[config.mk]
export PLATFORM = sky130hd
export DESIGN_NAME = sfr_read_engine
export DESIGN_NICKNAME = d
export VERILOG_FILES = /design/src/logic/sfr_pkg.sv /design/src/logic/sfr_read_engine.sv
export SDC_FILE = /design/constraint.sdc
export NUM_CORES = 1
export LEC_CHECK = 0
export BUFFER_PORTS_ARGS = -buffer_cell sky130_fd_sc_hd__buf_2
export CORE_ASPECT_RATIO = 0.5
export CORE_MARGIN = 10
export CORE_UTILIZATION = 55
export DETAILED_ROUTE_END_ITERATION = 10
export GPL_TIMING_DRIVEN = 0
export PLACE_DENSITY = 0.9
export REMOVE_ABC_BUFFERS = 1
export SYNTH_ARGS = -nofsm -noshare
export SYNTH_HDL_FRONTEND = slang
export SYNTH_SLANG_ARGS = --single-unit
[constraint.sdc]
create_clock -name clk -period 10.1 [get_ports clk]
set_input_delay 2.02 -clock clk [delete_from_list [all_inputs] [get_ports clk]]
set_output_delay 2.02 -clock clk [all_outputs]
set_load 0.02 [all_outputs]
[src/logic/sfr_pkg.sv]
package sfr_pkg;

  // Read opcodes taken by the engine
  localparam logic [7:0] OPC_PLAIN      = 8'h03;
  localparam logic [7:0] OPC_PLAIN_WIDE = 8'h13;
  localparam logic [7:0] OPC_FAST       = 8'h0b;
  localparam logic [7:0] OPC_FAST_WIDE  = 8'h0c;
  localparam logic [7:0] OPC_DUAL       = 8'hbb;
  localparam logic [7:0] OPC_DUAL_WIDE  = 8'hbc;
  localparam logic [7:0] OPC_QUAD       = 8'heb;
  localparam logic [7:0] OPC_UID        = 8'h4b;
  localparam logic [7:0] OPC_INFO       = 8'h68;

  // Framing figures
  localparam logic [5:0] OPC_BITS        = 6'd8;
  localparam logic [5:0] ADDR_BITS_SHORT = 6'd24;
  localparam logic [5:0] ADDR_BITS_WIDE  = 6'd32;
  localparam int         TOP_DECODED_BIT = 23;
  localparam logic [2:0] MODE_CLOCKS     = 3'd4;
  localparam logic [3:0] SKIP_NIBBLE     = 4'ha;
  localparam logic [4:0] DUMMY_SINGLE_RST = 5'd8;
  localparam logic [4:0] DUMMY_QUAD_RST   = 5'd6;
  localparam logic [4:0] DUMMY_DUAL_RST   = 5'd4;
  localparam int         SYNC_W           = 6;

  // Register map, byte addresses
  localparam logic [7:0] REG_CTRL   = 8'h00;
  localparam logic [7:0] REG_STATUS = 8'h04;
  localparam logic [7:0] REG_ADDR   = 8'h08;
  localparam int         CTRL_ENABLE_BIT = 0;
  localparam logic       CTRL_ENABLE_RST = 1'b1;
  localparam int         STAT_SKIP_BIT   = 4;
  localparam int         STAT_PAUSE_BIT  = 5;
  localparam int         STAT_SEL_BIT    = 6;
  localparam logic [1:0] RESP_OKAY   = 2'b00;
  localparam logic [1:0] RESP_DECERR = 2'b11;

  typedef enum logic [2:0] {
    ST_IDLE, ST_OPCODE, ST_ADDR, ST_DUMMY, ST_DATA, ST_IGNORE
  } sfr_state_e;

  typedef enum logic [1:0] {KIND_PLAIN, KIND_FAST, KIND_DUAL} sfr_kind_e;

  // Settings handed in by the configuration and status logic
  typedef struct packed {
    logic       wideAddressFlag;
    logic [4:0] dummySingle;
    logic [4:0] dummyQuad;
    logic [4:0] dummyDual;
    logic       quadEnableBit;
    logic       fourLineCommandMode;
    logic       writeInProgress;
    logic       doubleRate;
    logic       pinIsReset;
  } sfr_cfg_s;

  typedef struct packed {
    logic      ok;
    sfr_kind_e kind;
    logic      wide;
  } sfr_op_s;

endpackage : sfr_pkg

[src/logic/sfr_read_engine.sv]
// Design decisions made here: the register addresses and register access over AXI4-Lite.
`timescale 1ns/10ps
// How it works
// - 03h takes 3 or 4 address bytes by wide flag; 13h always four.
// - Only address bits 23 down to 0 are decoded; higher bits ignored.
// - Plain read: opcode, address on serial in; data out MSB first, no dummy.
// - Read address increments after each byte, wrapping to zero at the top.
// - Read opcodes arriving while a write is in progress are discarded.
// - After a plain read address, serial input is ignored until deselect.
// - Single-line fast read: address then configurable dummy, eight default.
// - Single-line fast read data driven on serial out at falling edges.
// - Four-line mode: opcode 2 clocks, address 6 or 8, dummy default six.
// - Four-line mode data leaves on all four lanes per falling edge.
// - EBh, 4Bh, 68h use four-line framing; the last two three-byte only.
// - Pause pin low with clock low pauses; high with clock low resumes.
// - While paused outputs float and input is ignored.
// - Pause disabled in double rate, quad enable, four-line mode, or pin used as reset.
// - Dual I/O read address two bits per rise, higher bit on lane one.
// - Dual I/O read data two bits per fall, MSB on lane one.
// - Mode byte in first four dummy clocks; nibble 1010 skips next opcode.
// - Other nibble leaves opcode skip; line mode setting is kept.
// - Dummy count includes mode clocks; four means data right after mode.
module sfr_read_engine
  import sfr_pkg::*;
(
  input  wire logic        clk,     // 10 MHz system clock
  input  wire logic        rstn,    // Async reset, active low
  input  wire logic        sckPin,  // Link clock from host
  input  wire logic        csPinN,  // Chip select, active low
  input  wire logic [3:0]  ioIn,    // Lane inputs, lane three is pause pin
  output logic      [3:0]  ioOut,   // Lane output values
  output logic      [3:0]  ioOeN,   // Lane drive enables, low drives
  input  wire sfr_cfg_s    cfg,     // Configuration and busy status
  output logic      [23:0] memAddr, // Array read address
  input  wire logic [7:0]  memData, // Array byte, valid a cycle after memAddr
  input  wire logic [7:0]  awaddr,  // AXI write address
  input  wire logic        awvalid, // AXI write address valid
  output logic             awready, // AXI write address ready
  input  wire logic [31:0] wdata,   // AXI write data
  input  wire logic [3:0]  wstrb,   // AXI write strobes
  input  wire logic        wvalid,  // AXI write data valid
  output logic             wready,  // AXI write data ready
  output logic      [1:0]  bresp,   // AXI write response
  output logic             bvalid,  // AXI write response valid
  input  wire logic        bready,  // AXI write response ready
  input  wire logic [7:0]  araddr,  // AXI read address
  input  wire logic        arvalid, // AXI read address valid
  output logic             arready, // AXI read address ready
  output logic      [31:0] rdata,   // AXI read data
  output logic      [1:0]  rresp,   // AXI read response
  output logic             rvalid,  // AXI read data valid
  input  wire logic        rready   // AXI read data ready
);

  // Register map decode, shared by both bus directions
  function automatic logic isMapped(input logic [7:0] a);
    isMapped = (a == REG_CTRL) || (a == REG_STATUS) || (a == REG_ADDR);
  endfunction : isMapped

  // Opcode decode; four-line mode changes which opcodes are legal
  function automatic sfr_op_s decodeOp(input logic [7:0] opc,
                                       input logic four_line_command_mode, input logic wf);
    sfr_op_s d;
    d = '0;
    case (opc)
      OPC_PLAIN:      d = '{ok: !four_line_command_mode, kind: KIND_PLAIN, wide: wf};
      OPC_PLAIN_WIDE: d = '{ok: !four_line_command_mode, kind: KIND_PLAIN, wide: 1'b1};
      OPC_FAST:       d = '{ok: 1'b1, kind: KIND_FAST, wide: wf};
      OPC_FAST_WIDE:  d = '{ok: 1'b1, kind: KIND_FAST, wide: 1'b1};
      OPC_DUAL:       d = '{ok: !four_line_command_mode, kind: KIND_DUAL, wide: wf};
      OPC_DUAL_WIDE:  d = '{ok: !four_line_command_mode, kind: KIND_DUAL, wide: 1'b1};
      OPC_QUAD:       d = '{ok: four_line_command_mode, kind: KIND_FAST, wide: wf};
      OPC_UID,
      OPC_INFO:       d = '{ok: four_line_command_mode, kind: KIND_FAST, wide: 1'b0};
      default:        d = '0;
    endcase
    decodeOp = d;
  endfunction : decodeOp

  logic [SYNC_W-1:0] syncA_r;
  logic [SYNC_W-1:0] syncB_r;
  logic              sckPrev_r;
  logic              csPrev_r;
  logic              pause_r;
  sfr_cfg_s          cfg_r;
  sfr_state_e        state_r;
  sfr_kind_e         kind_r;
  logic              wide_r;
  logic              skip_r;
  logic              skipWide_r;
  logic [7:0]        opc_r;
  logic [31:0]       addr_r;
  logic [5:0]        bitCnt_r;
  logic [4:0]        dummyCnt_r;
  logic [7:0]        mode_r;
  logic [2:0]        modeCnt_r;
  logic [7:0]        sh_r;
  logic [2:0]        dataCnt_r;
  logic [3:0]        ioOut_r;
  logic [3:0]        ioOeN_r;
  logic [23:0]       memAddr_r;
  logic              ctrlEnable_r;

  // Two-flop synchroniser for every pin; only syncB_r is read
  always_ff @(posedge clk or negedge rstn) begin
    if (!rstn) begin
      syncA_r <= '1;
      syncB_r <= '1;
    end else begin
      syncA_r <= {sckPin, csPinN, ioIn};
      syncB_r <= syncA_r;
    end
  end

  logic       sckNow;
  logic       csNow;
  logic [3:0] ioNow;
  assign sckNow = syncB_r[5];
  assign csNow  = syncB_r[4];
  assign ioNow  = syncB_r[3:0];

  // Edge finding on the sampled link clock
  always_ff @(posedge clk or negedge rstn) begin
    if (!rstn) begin
      sckPrev_r <= 1'b1; // Matches synchroniser reset, no false edge
      csPrev_r  <= 1'b1;
    end else begin
      sckPrev_r <= sckNow;
      csPrev_r  <= csNow;
    end
  end

  logic csFall;
  logic riseE;
  logic fallE;
  logic pauseAllowed;
  assign csFall = !csNow && csPrev_r;
  assign riseE  = sckNow && !sckPrev_r && !csNow && !pause_r;
  assign fallE  = !sckNow && sckPrev_r && !csNow && !pause_r;
  assign pauseAllowed = !cfg_r.quadEnableBit && !cfg_r.doubleRate
                     && !cfg_r.pinIsReset && !cfg_r.fourLineCommandMode;

  // Pause follows the pin only while the clock is low; sequence state kept
  always_ff @(posedge clk or negedge rstn) begin
    if (!rstn) begin
      pause_r <= 1'b0;
    end else if (csNow || !pauseAllowed) begin
      pause_r <= 1'b0;
    end else if (!sckNow) begin
      pause_r <= !ioNow[3];
    end
  end

  // Lanes per clock: opcode phase sees kind PLAIN, so 1 or 4
  logic [2:0]  lanes;
  logic [7:0]  opcNext;
  logic [31:0] addrNext;
  logic [5:0]  bitSum;
  logic [5:0]  addrLen;
  logic [4:0]  dummyLoad;
  logic [7:0]  modeNext;
  sfr_op_s     opDec;
  assign lanes = cfg_r.fourLineCommandMode ? 3'd4 :
                 (kind_r == KIND_DUAL) ? 3'd2 : 3'd1;
  assign bitSum  = bitCnt_r + {3'b000, lanes};
  assign opcNext = cfg_r.fourLineCommandMode ? {opc_r[3:0], ioNow}
                                             : {opc_r[6:0], ioNow[0]};
  assign addrNext = (lanes == 3'd4) ? {addr_r[27:0], ioNow} :
                    (lanes == 3'd2) ? {addr_r[29:0], ioNow[1:0]} :
                                      {addr_r[30:0], ioNow[0]};
  assign addrLen  = wide_r ? ADDR_BITS_WIDE : ADDR_BITS_SHORT;
  assign opDec    = decodeOp(opcNext, cfg_r.fourLineCommandMode,
                             cfg_r.wideAddressFlag);
  assign dummyLoad = (kind_r == KIND_PLAIN) ? 5'd0 :
                     (kind_r == KIND_DUAL) ? cfg_r.dummyDual :
                     cfg_r.fourLineCommandMode ? cfg_r.dummyQuad
                                               : cfg_r.dummySingle;
  assign modeNext = {mode_r[5:0], ioNow[1:0]};

  logic addrDone;
  assign addrDone = riseE && (state_r == ST_ADDR) && (bitSum == addrLen);

  // Settings captured once per transaction
  always_ff @(posedge clk or negedge rstn) begin
    if (!rstn) begin
      cfg_r <= '{wideAddressFlag: 1'b0, dummySingle: DUMMY_SINGLE_RST,
                 dummyQuad: DUMMY_QUAD_RST, dummyDual: DUMMY_DUAL_RST,
                 default: 1'b0};
    end else if (csFall) begin
      cfg_r <= cfg;
    end
  end

  // Command sequencer, advanced by link clock rising edges
  always_ff @(posedge clk or negedge rstn) begin
    if (!rstn) begin
      state_r    <= ST_IDLE;
      kind_r     <= KIND_PLAIN;
      wide_r     <= 1'b0;
      skip_r     <= 1'b0;
      skipWide_r <= 1'b0;
      opc_r      <= 8'h00;
      addr_r     <= 32'h0000_0000;
      bitCnt_r   <= 6'd0;
      dummyCnt_r <= 5'd0;
      mode_r     <= 8'h00;
      modeCnt_r  <= 3'd0;
    end else if (csNow) begin
      state_r <= ST_IDLE;
    end else if (csFall) begin
      bitCnt_r  <= 6'd0;
      modeCnt_r <= 3'd0;
      if (cfg.writeInProgress || !ctrlEnable_r) begin
        state_r <= ST_IGNORE;
      end else if (skip_r) begin
        state_r <= ST_ADDR;
        kind_r  <= KIND_DUAL;
        wide_r  <= skipWide_r;
      end else begin
        state_r <= ST_OPCODE;
        kind_r  <= KIND_PLAIN;
      end
    end else if (riseE) begin
      case (state_r)
        ST_OPCODE: begin
          opc_r    <= opcNext;
          bitCnt_r <= bitSum;
          if (bitSum == OPC_BITS) begin
            bitCnt_r <= 6'd0;
            kind_r   <= opDec.kind;
            wide_r   <= opDec.wide;
            state_r  <= opDec.ok ? ST_ADDR : ST_IGNORE;
          end
        end
        ST_ADDR: begin
          addr_r   <= addrNext;
          bitCnt_r <= bitSum;
          if (addrDone) begin
            dummyCnt_r <= dummyLoad;
            state_r    <= (dummyLoad == 5'd0) ? ST_DATA : ST_DUMMY;
          end
        end
        ST_DUMMY: begin
          dummyCnt_r <= dummyCnt_r - 5'd1;
          if (dummyCnt_r == 5'd1) begin
            state_r <= ST_DATA;
          end
          if (kind_r == KIND_DUAL && modeCnt_r < MODE_CLOCKS) begin
            mode_r    <= modeNext;
            modeCnt_r <= modeCnt_r + 3'd1;
            if (modeCnt_r == MODE_CLOCKS - 3'd1) begin
              skip_r     <= (modeNext[7:4] == SKIP_NIBBLE);
              skipWide_r <= wide_r;
            end
          end
        end
        ST_DATA:   state_r <= ST_DATA;
        ST_IGNORE: state_r <= ST_IGNORE;
        default:   state_r <= ST_IDLE;
      endcase
    end
  end

  // Output lane selection for 1, 2 or 4 lanes
  logic [7:0] byteCur;
  logic [3:0] outBits;
  logic [3:0] oeMask;
  assign byteCur = (dataCnt_r == 3'd0) ? memData : sh_r;
  assign outBits = (lanes == 3'd4) ? byteCur[7:4] :
                   (lanes == 3'd2) ? {2'b00, byteCur[7:6]} :
                                     {2'b00, byteCur[7], 1'b0};
  assign oeMask  = (lanes == 3'd4) ? 4'h0 :
                   (lanes == 3'd2) ? 4'hc : 4'hd;

  // Data driver on falling edges; array address walks byte by byte
  always_ff @(posedge clk or negedge rstn) begin
    if (!rstn) begin
      ioOut_r   <= 4'h0;
      ioOeN_r   <= 4'hf;
      sh_r      <= 8'h00;
      dataCnt_r <= 3'd0;
      memAddr_r <= 24'h00_0000;
    end else begin
      if (addrDone) begin
        memAddr_r <= addrNext[TOP_DECODED_BIT:0];
        dataCnt_r <= 3'd0;
      end
      if (fallE && state_r == ST_DATA) begin
        ioOut_r   <= outBits;
        ioOeN_r   <= oeMask;
        sh_r      <= byteCur << lanes;
        dataCnt_r <= dataCnt_r + lanes;
        if (dataCnt_r == 3'd0) begin
          memAddr_r <= memAddr_r + 24'd1;
        end
      end else if (csNow || pause_r || state_r != ST_DATA) begin
        ioOeN_r <= 4'hf;
      end
    end
  end

  assign ioOut   = ioOut_r;
  assign ioOeN   = ioOeN_r;
  assign memAddr = memAddr_r;

  // AXI4-Lite slave; one write and one read in flight at most
  logic        awHeld_r;
  logic        wHeld_r;
  logic [7:0]  awAddr_r;
  logic [31:0] wData_r;
  logic [3:0]  wStrb_r;
  logic        awready_r;
  logic        wready_r;
  logic        bvalid_r;
  logic [1:0]  bresp_r;
  logic        arready_r;
  logic        rvalid_r;
  logic [31:0] rdata_r;
  logic [1:0]  rresp_r;
  logic [31:0] statusWord;
  logic [31:0] readWord;
  assign statusWord = {25'd0, !csNow, pause_r, skip_r, 1'b0, state_r};
  assign readWord = (araddr == REG_CTRL) ? {31'd0, ctrlEnable_r} :
                    (araddr == REG_STATUS) ? statusWord :
                    (araddr == REG_ADDR) ? {8'h00, memAddr_r} : 32'h0;

  always_ff @(posedge clk or negedge rstn) begin
    if (!rstn) begin
      awHeld_r <= 1'b0;
      wHeld_r  <= 1'b0;
      awAddr_r <= 8'h00;
      wData_r  <= 32'h0000_0000;
      wStrb_r  <= 4'h0;
      awready_r <= 1'b1;
      wready_r  <= 1'b1;
      bvalid_r  <= 1'b0;
      bresp_r   <= RESP_OKAY;
      ctrlEnable_r <= CTRL_ENABLE_RST;
    end else begin
      if (awvalid && awready_r) begin
        awHeld_r  <= 1'b1;
        awAddr_r  <= awaddr;
        awready_r <= 1'b0;
      end
      if (wvalid && wready_r) begin
        wHeld_r  <= 1'b1;
        wData_r  <= wdata;
        wStrb_r  <= wstrb;
        wready_r <= 1'b0;
      end
      if (awHeld_r && wHeld_r && !bvalid_r) begin
        awHeld_r <= 1'b0;
        wHeld_r  <= 1'b0;
        bvalid_r <= 1'b1;
        bresp_r  <= isMapped(awAddr_r) ? RESP_OKAY : RESP_DECERR;
        if (awAddr_r == REG_CTRL && wStrb_r[0]) begin
          ctrlEnable_r <= wData_r[CTRL_ENABLE_BIT];
        end
      end
      if (bvalid_r && bready) begin
        bvalid_r  <= 1'b0;
        awready_r <= 1'b1;
        wready_r  <= 1'b1;
      end
    end
  end

  // Read channel answers one cycle after the address is taken
  always_ff @(posedge clk or negedge rstn) begin
    if (!rstn) begin
      arready_r <= 1'b1;
      rvalid_r  <= 1'b0;
      rdata_r   <= 32'h0000_0000;
      rresp_r   <= RESP_OKAY;
    end else if (arvalid && arready_r) begin
      arready_r <= 1'b0;
      rvalid_r  <= 1'b1;
      rdata_r   <= readWord;
      rresp_r   <= isMapped(araddr) ? RESP_OKAY : RESP_DECERR;
    end else if (rvalid_r && rready) begin
      rvalid_r  <= 1'b0;
      arready_r <= 1'b1;
    end
  end

  assign awready = awready_r;
  assign wready  = wready_r;
  assign bvalid  = bvalid_r;
  assign bresp   = bresp_r;
  assign arready = arready_r;
  assign rvalid  = rvalid_r;
  assign rdata   = rdata_r;
  assign rresp   = rresp_r;
endmodule : sfr_read_engine

## Word level (Yosys, flattened, before mapping)

Cells that the tools add are included.

| storage, ports and cells | value |
|---|---|
| output and inout port bits | 73 |
| register bits after elaboration | 190 |
| input bits | 94 |

| cells by class | value |
|---|---|
| shift operators | 1 |
| add/sub/neg operators | 5 |
| mux-type cells | 76 |
| magnitude comparators | 1 |
| equality and inequality tests | 34 |
| bitwise operators | 2 |
| reductions and logical operators | 75 |

Operators with widths:

| kind | count |
|---|---|
| two-way mux 24 bit | 8 |
| two-way mux 3 bit | 16 |
| equality test 8 x 4 -> 1 bit, second input constant | 4 |
| case mux 4 bit (8 select lines) | 1 |
| nonzero test 2 bit | 14 |
| adder 24 x 1 -> 24 bit, second input constant | 1 |
| equality test 8 bit, second input constant | 3 |
| two-way mux 1 bit | 24 |
| two-way mux 6 bit | 4 |
| logical AND 1 bit | 22 |
| two-way mux 2 bit | 10 |
| two-way mux 5 bit | 4 |
| equality test 8 x 3 -> 1 bit, second input constant | 2 |
| equality test 8 x 7 -> 1 bit, second input constant | 2 |
| logical NOT 8 bit | 2 |
| two-way mux 4 bit | 4 |
| two-way mux 8 bit | 2 |
| AND reduction 4 bit | 4 |
| case mux 3 bit (5 select lines) | 1 |
| AND reduction 5 bit | 3 |
| equality test 3 x 2 -> 1 bit, second input constant | 4 |
| logical NOT 1 bit | 12 |
| != test 4 bit, second input constant | 3 |
| case mux 6 bit (2 select lines) | 1 |
| 29 further kinds | 43 |

## Depth between registers and ports, before layout

Gate-level depths: netlist (run 1).

| logic depth | value |
|---|---|
| word-level depth | 11 |
| depth in mapped cells | 17 |
| gate-level depth less buffers | 11 |

## Worst setup path after synthesis (run 1)

Ideal clock, no wire load.

| path | value |
|---|---|
| path kind | register to register |
| start point | reg cfg_r[3] in the netlist's numbering |
| end point | reg memAddr_r[23] (netlist: memAddr[23]) |
| path buffers | 6 |
| stages on the path, launching flop included | 17 |
| library setup time | 119 ps |
| slack | 6192 ps |
| clock period less this slack | 3908 ps |
| arrival | 3789 ps |
| required time | 9981 ps |
| path through | dfrtp_1 -> buf_2 -> buf_4 -> buf_2 -> clkbuf_1 -> clkbuf_1 -> nor2_1 -> xor2_1 -> ha_1 -> or3b_2 -> mux2i_1 -> nor4_1 -> nor4_2 -> a21boi_2 -> buf_6 -> mux2_2 -> o21a_1 |

| between the ends | value |
|---|---|
| word-level cells in the longest chain between the ends | 7 |
| elaborated cells between the ends (all ways) | 11 |
| those cells by class | 1 x add/sub; 3 x eq/ne; 6 x mux; 1 x reduce/logical |

Ends and longest elaborated chain:

| element | RTL line | RTL |
|---|---|---|
| from (decl) | sfr_read_engine.sv:85 | `sfr_cfg_s cfg_r;` |
| from (signal assigned) | sfr_read_engine.sv:186 | `cfg_r <= '{wideAddressFlag: 1'b0, dummySingle: DUMMY_SINGLE_RST,` |
| from (signal assigned) | sfr_read_engine.sv:190 | `cfg_r <= cfg;` |
| two-way mux 3 bit * | sfr_read_engine.sv:163 | `assign lanes = cfg_r.fourLineCommandMode ? 3'd4 :` |
| adder 6 x 3 -> 6 bit or equality test 3 x 2 -> 1 bit (tied branches) | sfr_read_engine.sv:165, sfr_read_engine.sv:169 |  |
| equality test 6 bit or two-way mux 24 bit (tied branches) | sfr_read_engine.sv:181, sfr_read_engine.sv:169 |  |
| logical AND 1 bit or two-way mux 24 bit (tied branches) | sfr_read_engine.sv:181, sfr_read_engine.sv:168 |  |
| two-way mux 24 bit * | sfr_read_engine.sv:284 | `if (addrDone) begin` |
| two-way mux 24 bit | sfr_read_engine.sv:293 | `if (dataCnt_r == 3'd0) begin` |
| two-way mux 24 bit * | sfr_read_engine.sv:288 | `if (fallE && state_r == ST_DATA) begin` |
| to (signal assigned) | sfr_read_engine.sv:285 | `memAddr_r <= addrNext[TOP_DECODED_BIT:0];` |
| to (signal assigned) | sfr_read_engine.sv:294 | `memAddr_r <= memAddr_r + 24'd1;` |
| to (decl) | sfr_read_engine.sv:101 | `logic [23:0] memAddr_r;` |

Mark *: on every way between the ends. The rest lies on a longest branch, timed or not.
A chain may end at the register's enable or synchronous reset.

## Worst setup path in the final report (run 1)

| path | value |
|---|---|
| start point | reg kind_r[0] |
| end point | reg dummyCnt_r[1] |

| between the ends | value |
|---|---|
| word-level cells in the longest chain between the ends | 8 |
| elaborated cells between the ends (all ways) | 13 |
| those cells by class | 1 x add/sub; 3 x eq/ne; 6 x mux; 3 x reduce/logical |

Ends and longest elaborated chain:

| element | RTL line | RTL |
|---|---|---|
| from (decl) | sfr_read_engine.sv:87 | `sfr_kind_e kind_r;` |
| from (signal assigned) | sfr_read_engine.sv:230 | `kind_r <= opDec.kind;` |
| equality test 2 bit | sfr_read_engine.sv:164, sfr_read_engine.sv:175 |  |
| two-way mux 2 bit | sfr_read_engine.sv:164 | `(kind_r == KIND_DUAL) ? 3'd2 : 3'd1;` |
| two-way mux 3 bit | sfr_read_engine.sv:163 |  |
| adder 6 x 3 -> 6 bit | sfr_read_engine.sv:165 | `assign bitSum = bitCnt_r + {3'b000, lanes};` |
| equality test 6 bit | sfr_read_engine.sv:181 | `assign addrDone = riseE && (state_r == ST_ADDR) && (bitSum == addrLen);` |
| logical AND 1 bit | sfr_read_engine.sv:181 |  |
| != test 2 bit (no source line) | n/a |  |
| AND reduction 5 bit (no source line) | n/a |  |
| to (signal assigned) | sfr_read_engine.sv:239 | `dummyCnt_r <= dummyLoad;` |
| to (signal assigned) | sfr_read_engine.sv:244 | `dummyCnt_r <= dummyCnt_r - 5'd1;` |
| to (decl) | sfr_read_engine.sv:94 | `logic [4:0] dummyCnt_r;` |

Parallel ways exist; a longest one is shown, timed or not. The select of a mux whose other input is x is not followed.

==> impl_results.md, run 1 <==
- Post-DP HPWL: 16500 um
- Mapped Cells: 968
- Startpoint Class: flop
- Commonest non-fill, non-tap cell in the layout: nand2_1
- Worst R2R Path Depth: 12
- I/O pin count: 167
- Crit path to: dummyCnt_r[1]
- Start point of the critical path: kind_r[0]
- Synth unique cells: 82
- MaxCap Viol Count: 0
- Antenna violations before repair: 0
- DRC Markers: 0
- Routed vias: 7740
- Largest net degree at the start of global routing: 116
- RSZ-0062 raised after global routing: no
- R2r startpoint: kind_r[0]
- Max stage delay on crit path: 0.83 ns
- Worst-case clock buffer depth: 2
- Post-route ant nets: 0
- Async set or reset register ratio after synthesis: 100%
- Clock root buffer: clkbuf_16
- Setup slack, reg-to-reg: 5.43 ns
- Post-synthesis simple-gate area fraction: 18.9%
- Utilization after layout: 64.6%
- Worst Setup End Kind: flop
- Num CTS Buffers: 17
- XOR/XNOR Fraction of Synth Area: 0.567%
- Fin crit share: 46.3%
- P_leak: 4.85 nW
- DRT iter0 DRCs: 648
- Die X-Extent: 204 um
- Fraction of layout cells with a size suffix above 1: 23.2%
- # rows: 33
- Maximum fanout along the worst path: 22
- Syn-to-layout area delta: 14.7%
- Synth Cell Area: 9260 um2
- Largest family of logic cells by synthesized area: simple AND/OR/NAND/NOR gates
- Nets: 1159
- Clock skew: 0.0166 ns
- Routed vias/inst: 5.98
- Fmax: 214 MHz
- Setup Total Neg Slack: 0 ns
- CTS tree: built
- HP Class: flop to flop
- Gr ovfl total: 0
- Arr. time, crit path: 4.98 ns
- Clock-pin slew on the worst setup and hold paths: 0.07 ns
- Post-synthesis sequential area ratio: 48.7%
- Multiplexer area fraction after synthesis: 8.01%
- Maximum vdd ir drop: 0.130 mV
- Hold Crit Depth: 0
- Worst slack, placed: 5.55 ns
- DR pass1 iterations: 6
- Final Hold Slack: 0.355 ns
- Synth Area in Compound Gates: 17.8%
- Die Ht: 112 um
- Cell Chain, Critical Path: nand2b_1 > nor2_1 > xor2_1 > ha_1 > or3b_2 > mux2i_1 > nor4_1 > nor4_2 > a21boi_4 > buf_16 > o21a_1 > mux2_2
- Status: completed
- Critical Path RT: 10.41 ns
- R2r endpoint: dummyCnt_r[1]
- Total Power: 2.00 mW
- Adder-cell area share of the yosys netlist: 1.35%
- Slowest CP cell: nand2b_1
- Vias in the first global route: 7785
- Post_cts resized: 0
- Global-route wire length before repair: 39000 um
- Synthesis Warnings: 0
- # port buffers: 124
- Gr usage total: 20.4%
- Core Box Area: 16400 um2
- Fin worst setup slack: 5.43 ns
- Clock sinks: 179
- Ys flop type: dfrtp_1
- Slew margin rel.: 11.4%
- Slew @ Worst Pin: 1.32 ns
- WS Path Type: flop to flop
- Number of synthesized register bits: 179
- Commonest cells after routing, fill and taps aside: nand2_1 (188), dfrtp_1 (153), buf_2 (123), a21oi_1 (63), nor2_1 (61)
- Delay-heaviest family, CP: simple AND/OR/NAND/NOR gates
- Routed wire length: 23700 um
- Clk_lat worst skew: 0.43 ns
- CP bufs+invs: 1
- Hold-fix buffers at CTS: 0
- Final Hold Fails: 0
- Total power per unit cell area: 188 nW/um2
- Synth Area per Inst: 9.57 um2
- Final setup vio count: 0
- Die area: 22700 um2
- Tmin final: 4.67 ns
- # H-tree levels: 4
- Post-synth EDFFs: 0
- # Post-CTS Setup Buffers: 0
- N_diodes: 0
- Wire length per cell: 18.3 um
- Starting Density: 56.4%
- Slew Limit Fails: 0
- Stages on the worst setup path: 12
- GP Congestion: 0.878
## layer usage
metal  wire [um]  GRT usage (%)
met3        1520           3.79
met5           0              0
met4         344           6.08
met1       10200           26.2
met2       11600           34.3
## Yosys cell counts (12+ instances only)
| cell | n | share of area, % |
|---|---|---|
| clkbuf_1 | 37 | 1.5 |
| inv_1 | 22 | 0.89 |
| nand2_1 | 188 | 7.6 |
| dfrtp_1 | 154 | 42 |
| a21oi_1 | 63 | 3.4 |
| a22o_1 | 22 | 2.1 |
| nor3_1 | 13 | 0.70 |
| buf_4 | 12 | 0.97 |
| nand3_1 | 13 | 0.70 |
| mux2i_1 | 31 | 3.4 |
| o21ai_0 | 59 | 3.2 |
| dfstp_2 | 25 | 7.1 |
| nor2_1 | 62 | 2.5 |
| mux2_2 | 37 | 4.5 |
## layout make-up
type                    instances  area [um2]
flip-flops and latches        179        4510
fillers                      1320        5810
multi-input cells             705        4380
repair buffers                130         772
clock inverters                14         165
inverters                      22        82.6
well taps                     227         284
clock buffers                  18         429
## logic make-up after synthesis
logic type,after synthesis
compound gates,247
mux,69
simple gates,365
fa+ha+maj,10
xor+xnor,6
buf+inv,91
other cells,1
flops,179
## how the worst min path moves through the flow
| stage | slack, ns | startpoint | to |
|---|---|---|---|
| after global placement | 0.35 | syncA_r[4] | syncB_r[4] |
| after detailed placement | 0.35 | syncA_r[3] | syncB_r[3] |
| after CTS | 0.36 | syncA_r[3] | syncB_r[3] |
| after floorplan | 0.35 | syncA_r[0] | syncB_r[0] |
| after global routing | 0.36 | syncA_r[2] | syncB_r[2] |
| final | 0.36 | syncA_r[3] | syncB_r[3] |
## worst register-to-register path, delay by kind of cell (launching register included)
family / cells / cell delay [ns]
XOR/XNOR: 1 / 0.21
buffers and inverters: 1 / 0.24
AO/OA/AOI/OAI: 2 / 0.48
AND/OR/NAND/NOR: 5 / 2.15
flip-flops: 1 / 0.66
adder cells (fa/ha/maj): 1 / 0.26
multiplexers: 2 / 0.54
## report_power, final
part	total, mW	switching [mW]	leakage [nW]	internal, mW
combinational	0.395	0.235	2.26	0.160
sequential	0.920	0.0985	2.30	0.821
clock	0.681	0.307	0.291	0.374
## flip-flops by register name, indices dropped and copies added (netlist names), 2 cells and up
name / flops
addr_r: 23
awAddr_r: 8
bitCnt_r: 6
cfg_r: 20
dataCnt_r: 3
dummyCnt_r: 5
ioOeN: 3
ioOut: 4
kind_r: 2
memAddr: 24
modeCnt_r: 3
mode_r: 6
opc_r: 7
rdata: 24
sh_r: 8
state_r: 3
syncA_r: 6
syncB_r: 6
## metrics by stage
| step | instance area [um2] | cells |
|---|---|---|
| 2_1_floorplan | 8940 | 906 |
| 3_3_place_gp | 9850 | 1257 |
| 3_5_place_dp | 10000 | 1263 |
| 4_1_cts | 10600 | 1295 |
| 5_1_grt | 10600 | 1295 |
| 6_report | 10600 | 1295 |
Power figures use the tool's default switching activity.
==> inputs of run 2 (changes only) <==
--- a/config.mk
+++ b/config.mk
@@ -8,10 +8,10 @@
 export BUFFER_PORTS_ARGS = -buffer_cell sky130_fd_sc_hd__buf_2
 export CORE_ASPECT_RATIO = 0.5
 export CORE_MARGIN = 10
-export CORE_UTILIZATION = 55
+export CORE_UTILIZATION = 51
 export DETAILED_ROUTE_END_ITERATION = 10
 export GPL_TIMING_DRIVEN = 0
-export PLACE_DENSITY = 0.9
+export PLACE_DENSITY = 0.88
 export REMOVE_ABC_BUFFERS = 1
 export SYNTH_ARGS = -nofsm -noshare
 export SYNTH_HDL_FRONTEND = slang
==> constraint.sdc (replaced) <==
create_clock -name clk -period 4 [get_ports clk]
set_input_delay 0.8 -clock clk [delete_from_list [all_inputs] [get_ports clk]]
set_output_delay 0.8 -clock clk [all_outputs]
set_load 0.02 [all_outputs]
==> impl_results.md, run 2 (same netlist as run 1, synthesis figures left out) <==
- Maximum fanout along the worst path: 33 (+50%)
- Largest net degree at the start of global routing: 112 (-3.4%)
- Arr. time, crit path: 4.13 ns (-0.85 ns)
- Top Metal Used: met4
- Start point of the critical path: kind_r[0]
- Clock sinks: 179 (unchanged)
- Gr usage total: 19.1% (-1.2 points)
- Internal Power: 3.43 mW (+150%)
- Clock-pin slew on the worst setup and hold paths: 0.07 ns (about the same)
- Fin crit share: 95.0% (+49 points)
- Utilization after layout: 60.7% (-3.9 points)
- Post-route ant nets: 0 (unchanged)
- Status: completed
- Die area: 24300 um2 (+6.7%)
- Clk pwr share: 33.6% (-0.5 points)
- Clock skew: 0.0130 ns (-0.00361 ns)
- Met2 wire length: 11500 um (-0.53%)
- Sw frac: 31.3% (-0.73 points)
- Fmax: 263 MHz (+23%)
- Antenna violations before repair: 0 (unchanged)
- Die Ht: 115 um (+3.2%)
- Wire length per cell: 18.0 um (-1.8%)
- Placed insts: 1271 (+0.63%)
- Startpoint Class: flop
- Register Area: 4510 um2 (about the same)
- Maximum vdd ir drop: 0.331 mV (+150%)
- Met1 wire length: 10200 um (-0.37%)
- R2r endpoint: dummyCnt_r[1]
- Num CTS Buffers: 17 (unchanged)
- Sw Pwr: 1.57 mW (+140%)
- DRT iter0 DRCs: 757 (+17%)
- Syn-to-layout area delta: 15.5%
- Vias in the first global route: 7735 (-0.64%)
- Tmin final: 3.80 ns (-0.870 ns)
- Core Box Area: 17600 um2 (+7.2%)
- Clock root buffer: clkbuf_16
- Commonest non-fill, non-tap cell in the layout: nand2_1
- MaxCap Viol Count: 0 (unchanged)
- Nets: 1164 (+0.43%)
- Crit path to: dummyCnt_r[1]
- Fill cells: 1411 (+6.9%)
- Commonest cells after routing, fill and taps aside: nand2_1 (188), dfrtp_1 (151), buf_2 (123), a21oi_1 (63), nor2_1 (61)
- CTS tree: built
- Slew margin rel.: 19.2% (+7.8 points)
- N_diodes: 0 (unchanged)
- Flop pwr share: 46.4% (+0.3 points)
- Clk_lat worst skew: 0.43 ns (about the same)
- Starting Density: 52.6% (-3.8 points)
- Total power per unit cell area: 467 nW/um2 (+150%)
- Die X-Extent: 211 um (+3.5%)
- Worst-case clock buffer depth: 2 (unchanged)
- I/O pin count: 167 (unchanged)
- Global-route wire length before repair: 38500 um (-1.2%)
- # rows: 34 (+3.0%)
- Worst Setup End Kind: flop
- Critical Path RT: 4.32 ns (-6.09 ns)
- GP Congestion: 0.869 (-1.1%)
- Worst R2R Path Depth: 12 (unchanged)
- Gr ovfl total: 0 (unchanged)
- Hold-fix buffers at CTS: 0 (unchanged)
- DRC Markers: 0 (unchanged)
- Combinational share of power: 20.0% (+0.2 points)
- # port buffers: 124 (unchanged)
- Slew @ Worst Pin: 1.21 ns (-0.106 ns)
- HP Class: input pin to async pin
- Post-route cell area: 10700 um2 (+0.69%)
- RSZ-0062 raised after global routing: no
- Fraction of layout cells with a size suffix above 1: 24.0% (+0.82 points)
- Final Hold Fails: 0 (unchanged)
- Setup Total Neg Slack: 0 ns (unchanged)
- Slew Limit Fails: 0 (unchanged)
- Post-DP HPWL: 16600 um (+0.22%)
- # H-tree levels: 4 (unchanged)
- R2r startpoint: kind_r[0]
- Setup slack, reg-to-reg: 0.20 ns (-5.23 ns)
- DR pass1 iterations: 5 (-1)
- Final Non-Filler Cells: 1307 (+0.93%)
- Final setup vio count: 0 (unchanged)
- Routed wire length: 23500 um (-0.84%)
- Routed vias: 7704 (-0.47%)
- Routed vias/inst: 5.89 (-1.4%)
- WS Path Type: flop to flop
- Met3 wire length: 1480 um (-2.2%)
- P_leak: 4.87 nW (+0.26%)
- Placed inst area: 10000 um2 (+0.16%)
- Area occupied by multi-input gates: 4400 um2 (+0.60%)
[run 2: changes by cell type in the layout (fill, tap and decap cells not counted), sizes merged]
cell	before	now
buf	130	134
bufinv	2	1
clkbuf	18	23
clkinvlp	1	5
inv	30	23
[run 2: metrics by stage]
step / worst slack (ns) / hold WS (ns) / total power [mW]
finish: 0.198 / 0.315 / 4.99
global route: 0.0230 / 0.353 / 5.24
CTS: 0.0304 / 0.338 / 5.02
detailed placement: -0.522 / 0.348 / 3.35
global placement: -3.05 / 0.347 / 3.27
floorplan: -1.18 / 0.345 / 2.96
[run 2: how the worst min path moves through the flow]
stage,startpoint,to,slack (ns),cells after the start
floorplan,syncA_r[0],syncB_r[0],0.35,0
global placement,syncA_r[1],syncB_r[1],0.35,0
detailed placement,syncA_r[3],syncB_r[3],0.35,0
CTS,rstn,modeCnt_r[2],0.34,1
global route,rstn,modeCnt_r[2],0.35,1
finish,rstn,modeCnt_r[2],0.32,1
[run 2: area by class of cell]
class	instances	share of cell area, %
Clock buffer	22	4.62
Multi-Input combinational cell	705	41.2
Tap cell	234	2.74
Inverter	22	0.772
Clock inverter	10	0.924
Timing Repair Buffer	135	7.57
Sequential cell	179	42.2
[run 2: worst max-delay path, cell delays in order (launching register included)]
cell      delay (ns)
dfrtp_2         0.51
nor2b_4         0.18
buf_12          0.21
nor2_1          0.16
ha_1            0.29
ha_1            0.24
or3_1           0.39
a211o_1         0.37
nor3_1          0.29
a21boi_4        0.29
buf_16          0.21
o21a_1          0.19
mux2_2          0.34
[run 2: metal layers]
layer / global-route usage, % / vias to the layer above
li1: - / 3644
met1: 24.7 / 3743
met2: 31.9 / 289
met3: 3.88 / 28
met4: 6.18 / 0
met5: 0 / -
[run 2: repair_timing]
item                       4_1_cts  5_1_grt
setup endpoints to repair       38       16
buffers inserted                 2        1
gates resized for setup          3        4
pin swaps                        1        1
[run 2: power groups by stage]
stage                     clock network, mW  registers [mW]  logic, mW
final                                  1.68            2.32      0.999
after global routing                   1.77            2.36       1.11
after CTS                              1.70            2.31       1.01
after detailed placement                  0            2.35       1.00
after global placement                    0            2.34      0.930
after floorplan                           0            2.41      0.550
==> inputs of run 3 (changes only) <==
--- a/config.mk
+++ b/config.mk
@@ -8,10 +8,10 @@
 export BUFFER_PORTS_ARGS = -buffer_cell sky130_fd_sc_hd__buf_2
 export CORE_ASPECT_RATIO = 0.5
 export CORE_MARGIN = 10
-export CORE_UTILIZATION = 51
+export CORE_UTILIZATION = 55
 export DETAILED_ROUTE_END_ITERATION = 10
 export GPL_TIMING_DRIVEN = 0
-export PLACE_DENSITY = 0.88
+export PLACE_DENSITY = 0.79
 export REMOVE_ABC_BUFFERS = 1
 export SYNTH_ARGS = -nofsm -noshare
 export SYNTH_HDL_FRONTEND = slang
==> constraint.sdc (replaced) <==
create_clock -name clk -period 3.5 [get_ports clk]
set_input_delay 0.7 -clock clk [delete_from_list [all_inputs] [get_ports clk]]
set_output_delay 0.7 -clock clk [all_outputs]
set_load 0.02 [all_outputs]
==> impl_results.md, run 3 (same netlist as run 1, synthesis figures left out) <==
- Worst slack, placed: -1.08 ns (-0.562 ns)
- CTS tree: built
- WS Path Type: flop to flop
- Startpoint Class: flop
- Slew Limit Fails: 0 (unchanged)
- Commonest cells after routing, fill and taps aside: nand2_1 (188), dfrtp_1 (151), buf_2 (123), a21oi_1 (63)
- Area occupied by multi-input gates: 4450 um2 (+1.1%)
- Slew margin rel.: 20.7% (+1.4 points)
- # rows: 33 (-2.9%)
- # H-tree levels: 4 (unchanged)
- Final Non-Filler Cells: 1316 (+0.69%)
- Most used routing layer: met2
- I/O pin count: 167 (unchanged)
- Syn-to-layout area delta: 17.2%
- R2r endpoint: dummyCnt_r[1]
- Total Power: 5.70 mW (+14%)
- Gr ovfl total: 0 (unchanged)
- Final Hold Fails: 0 (unchanged)
- M2 GR Usage: 32.1% (+0.21 points)
- R2r startpoint: cfg_r[3]
- Utilization after layout: 66.1% (+5.3 points)
- Setup Total Neg Slack: 0 ns (unchanged)
- Fmax: 293 MHz (+11%)
- Cell Chain, Critical Path: buf_16 > nor2_4 > xor2_1 > ha_1 > or3b_2 > mux2i_4 > o211a_1 > nor4_2 > buf_4 > a21boi_4 > buf_12 > o21a_1 > mux2_2
- Fraction of layout cells with a size suffix above 1: 25.6% (+1.6 points)
- Maximum fanout along the worst path: 29 (-12%)
- Sw Pwr: 1.82 mW (+16%)
- Fin crit share: 97.6% (+2.6 points)
- Setup slack, reg-to-reg: 0.08 ns (-0.12 ns)
- Routed wire length: 23800 um (+1.1%)
- Final Hold Slack: 0.187 ns (-0.129 ns)
- Clock skew: 0.0134 ns (+0.000368 ns)
- Maximum vdd ir drop: 0.392 mV (+18%)
- Fin worst setup slack: 0.0828 ns (-0.116 ns)
- MaxCap Viol Count: 0 (unchanged)
- Internal Power: 3.88 mW (+13%)
- Clock sinks: 179 (unchanged)
- Num CTS Buffers: 17 (unchanged)
- Met3 GRT Util: 4.86% (+0.98 points)
- Final setup vio count: 0 (unchanged)
- Slew @ Worst Pin: 1.19 ns (-0.0212 ns)
- Hold-fix buffers at CTS: 0 (unchanged)
- Wire length per cell: 18.1 um (+0.44%)
- Placed insts: 1262 (-0.71%)
- HP Class: input pin to async pin
- Placed inst area: 9990 um2 (-0.51%)
- Worst-case clock buffer depth: 2 (unchanged)
- Die X-Extent: 204 um (-3.4%)
- Largest net degree at the start of global routing: 123 (+9.8%)
- Worst Setup End Kind: flop
- Status: completed
- DRC Markers: 0 (unchanged)
- Antenna violations before repair: 0 (unchanged)
- Sw frac: 32.0% (+0.61 points)
- Clk pwr share: 33.2% (-0.4 points)
- Crit path to: dummyCnt_r[1]
- # port buffers: 124 (unchanged)
- Max stage delay on crit path: 0.53 ns (+0.02 ns)
- Gr usage total: 19.8% (+0.67 points)
- Core Box Area: 16400 um2 (-6.7%)
- Tmin final: 3.42 ns (-0.384 ns)
- Routed vias/inst: 5.92 (+0.41%)
- Worst R2R Path Depth: 13 (+1)
- Commonest non-fill, non-tap cell in the layout: nand2_1
- Combinational share of power: 20.5% (+0.5 points)
- Post-route cell area: 10900 um2 (+1.5%)
- Post-DP HPWL: 15700 um (-5.1%)
- Slowest CP cell: dfrtp_4
- Met1 Use GR: 25.7% (+1.0 points)
- Global-route wire length before repair: 37400 um (-2.8%)
- Flop pwr share: 46.4% (about the same)
- DRT iter0 DRCs: 566 (-25%)
- Total power per unit cell area: 525 nW/um2 (+12%)
- Clock root buffer: clkbuf_16
- Die Ht: 112 um (-3.1%)
- Start point of the critical path: cfg_r[3]
- Routed vias: 7789 (+1.1%)
- Register Area: 4520 um2 (+0.11%)
- Clock-pin slew on the worst setup and hold paths: 0.07 ns (about the same)
- Critical Path RT: 3.82 ns (-0.50 ns)
- Starting Density: 56.4% (+3.8 points)
- Nets: 1180 (+1.4%)
- Fill cells: 1323 (-6.2%)
- N_diodes: 0 (unchanged)
- Vias in the first global route: 7426 (-4.0%)
- Die area: 22700 um2 (-6.3%)
- DR pass1 iterations: 5 (unchanged)
- Clk_lat worst skew: 0.43 ns (about the same)
- P_leak: 4.95 nW (+1.7%)
- Post-route ant nets: 0 (unchanged)
- Arr. time, crit path: 3.74 ns (-0.39 ns)
- GP Congestion: 0.887 (+2.1%)
-- run 3: cell types whose count changed in the layout (fill, tap and decap cells not counted), moves of 2 or more --
cell,previous run,this run
buf_4,3,15
clkbuf_16,17,19
clkbuf_8,5,2
clkinvlp_4,5,3
dfrtp_2,3,1
dfrtp_4,0,2
inv_6,1,5
nor2_1,61,59
nor4_1,9,7
nor4_2,2,4
-- run 3: power by group through the flow --
stage	sequential, mW	clock [mW]	combinational (mW)
3_5_place_dp	2.68	0	1.13
4_1_cts	2.63	1.92	1.16
5_1_grt	2.69	2.01	1.29
2_1_floorplan	2.76	0	0.629
3_3_place_gp	2.68	0	1.06
6_report	2.64	1.89	1.17
-- run 3: critical path, delay by kind of cell (launching register included) --
family,cells,cell delay [ns]
and+or+nand+nor,3,0.72
buffers and inverters,3,0.51
AOI/OAI and AO/OA,3,0.64
DFF,1,0.53
muxes,2,0.56
adders and majority gates,1,0.24
xor gates and xnor gates,1,0.09
-- run 3: metal layers --
| metal | vias up | share of wire, % |
|---|---|---|
| li1 | 3678 | - |
| met1 | 3855 | 44 |
| met2 | 233 | 48 |
| met3 | 23 | 6.5 |
| met4 | 0 | 1.1 |
| met5 | - | 0 |
-- run 3: worst min-delay path by stage --
stage                     depth (start not counted)       start           to  slack, ns
final                                             1        rstn    cfg_r[16]       0.19
after global routing                              1        rstn    cfg_r[16]       0.20
after CTS                                         1        rstn  awAddr_r[1]       0.19
after detailed placement                          0  syncA_r[4]   syncB_r[4]       0.35
after global placement                            0  syncA_r[3]   syncB_r[3]       0.35
after floorplan                                   0  syncA_r[0]   syncB_r[0]       0.35
-- run 3: layout make-up --
cell class	instances	share of cell area, %
sequential	179	41.6
multi-input combinational	707	41.0
timing repair buffer	149	8.71
clock buffer	20	4.21
tap	227	2.62
clock inverter	12	1.09
inverter	22	0.761
-- run 3: what timing repair did --
| item | CTS | global route |
|---|---|---|
| buffers inserted | 6 | 11 |
| pin swaps | 1 | 1 |
| setup endpoints to repair | 39 | 23 |
| gates cloned | 2 | 2 |
| resized for setup | 9 | 8 |
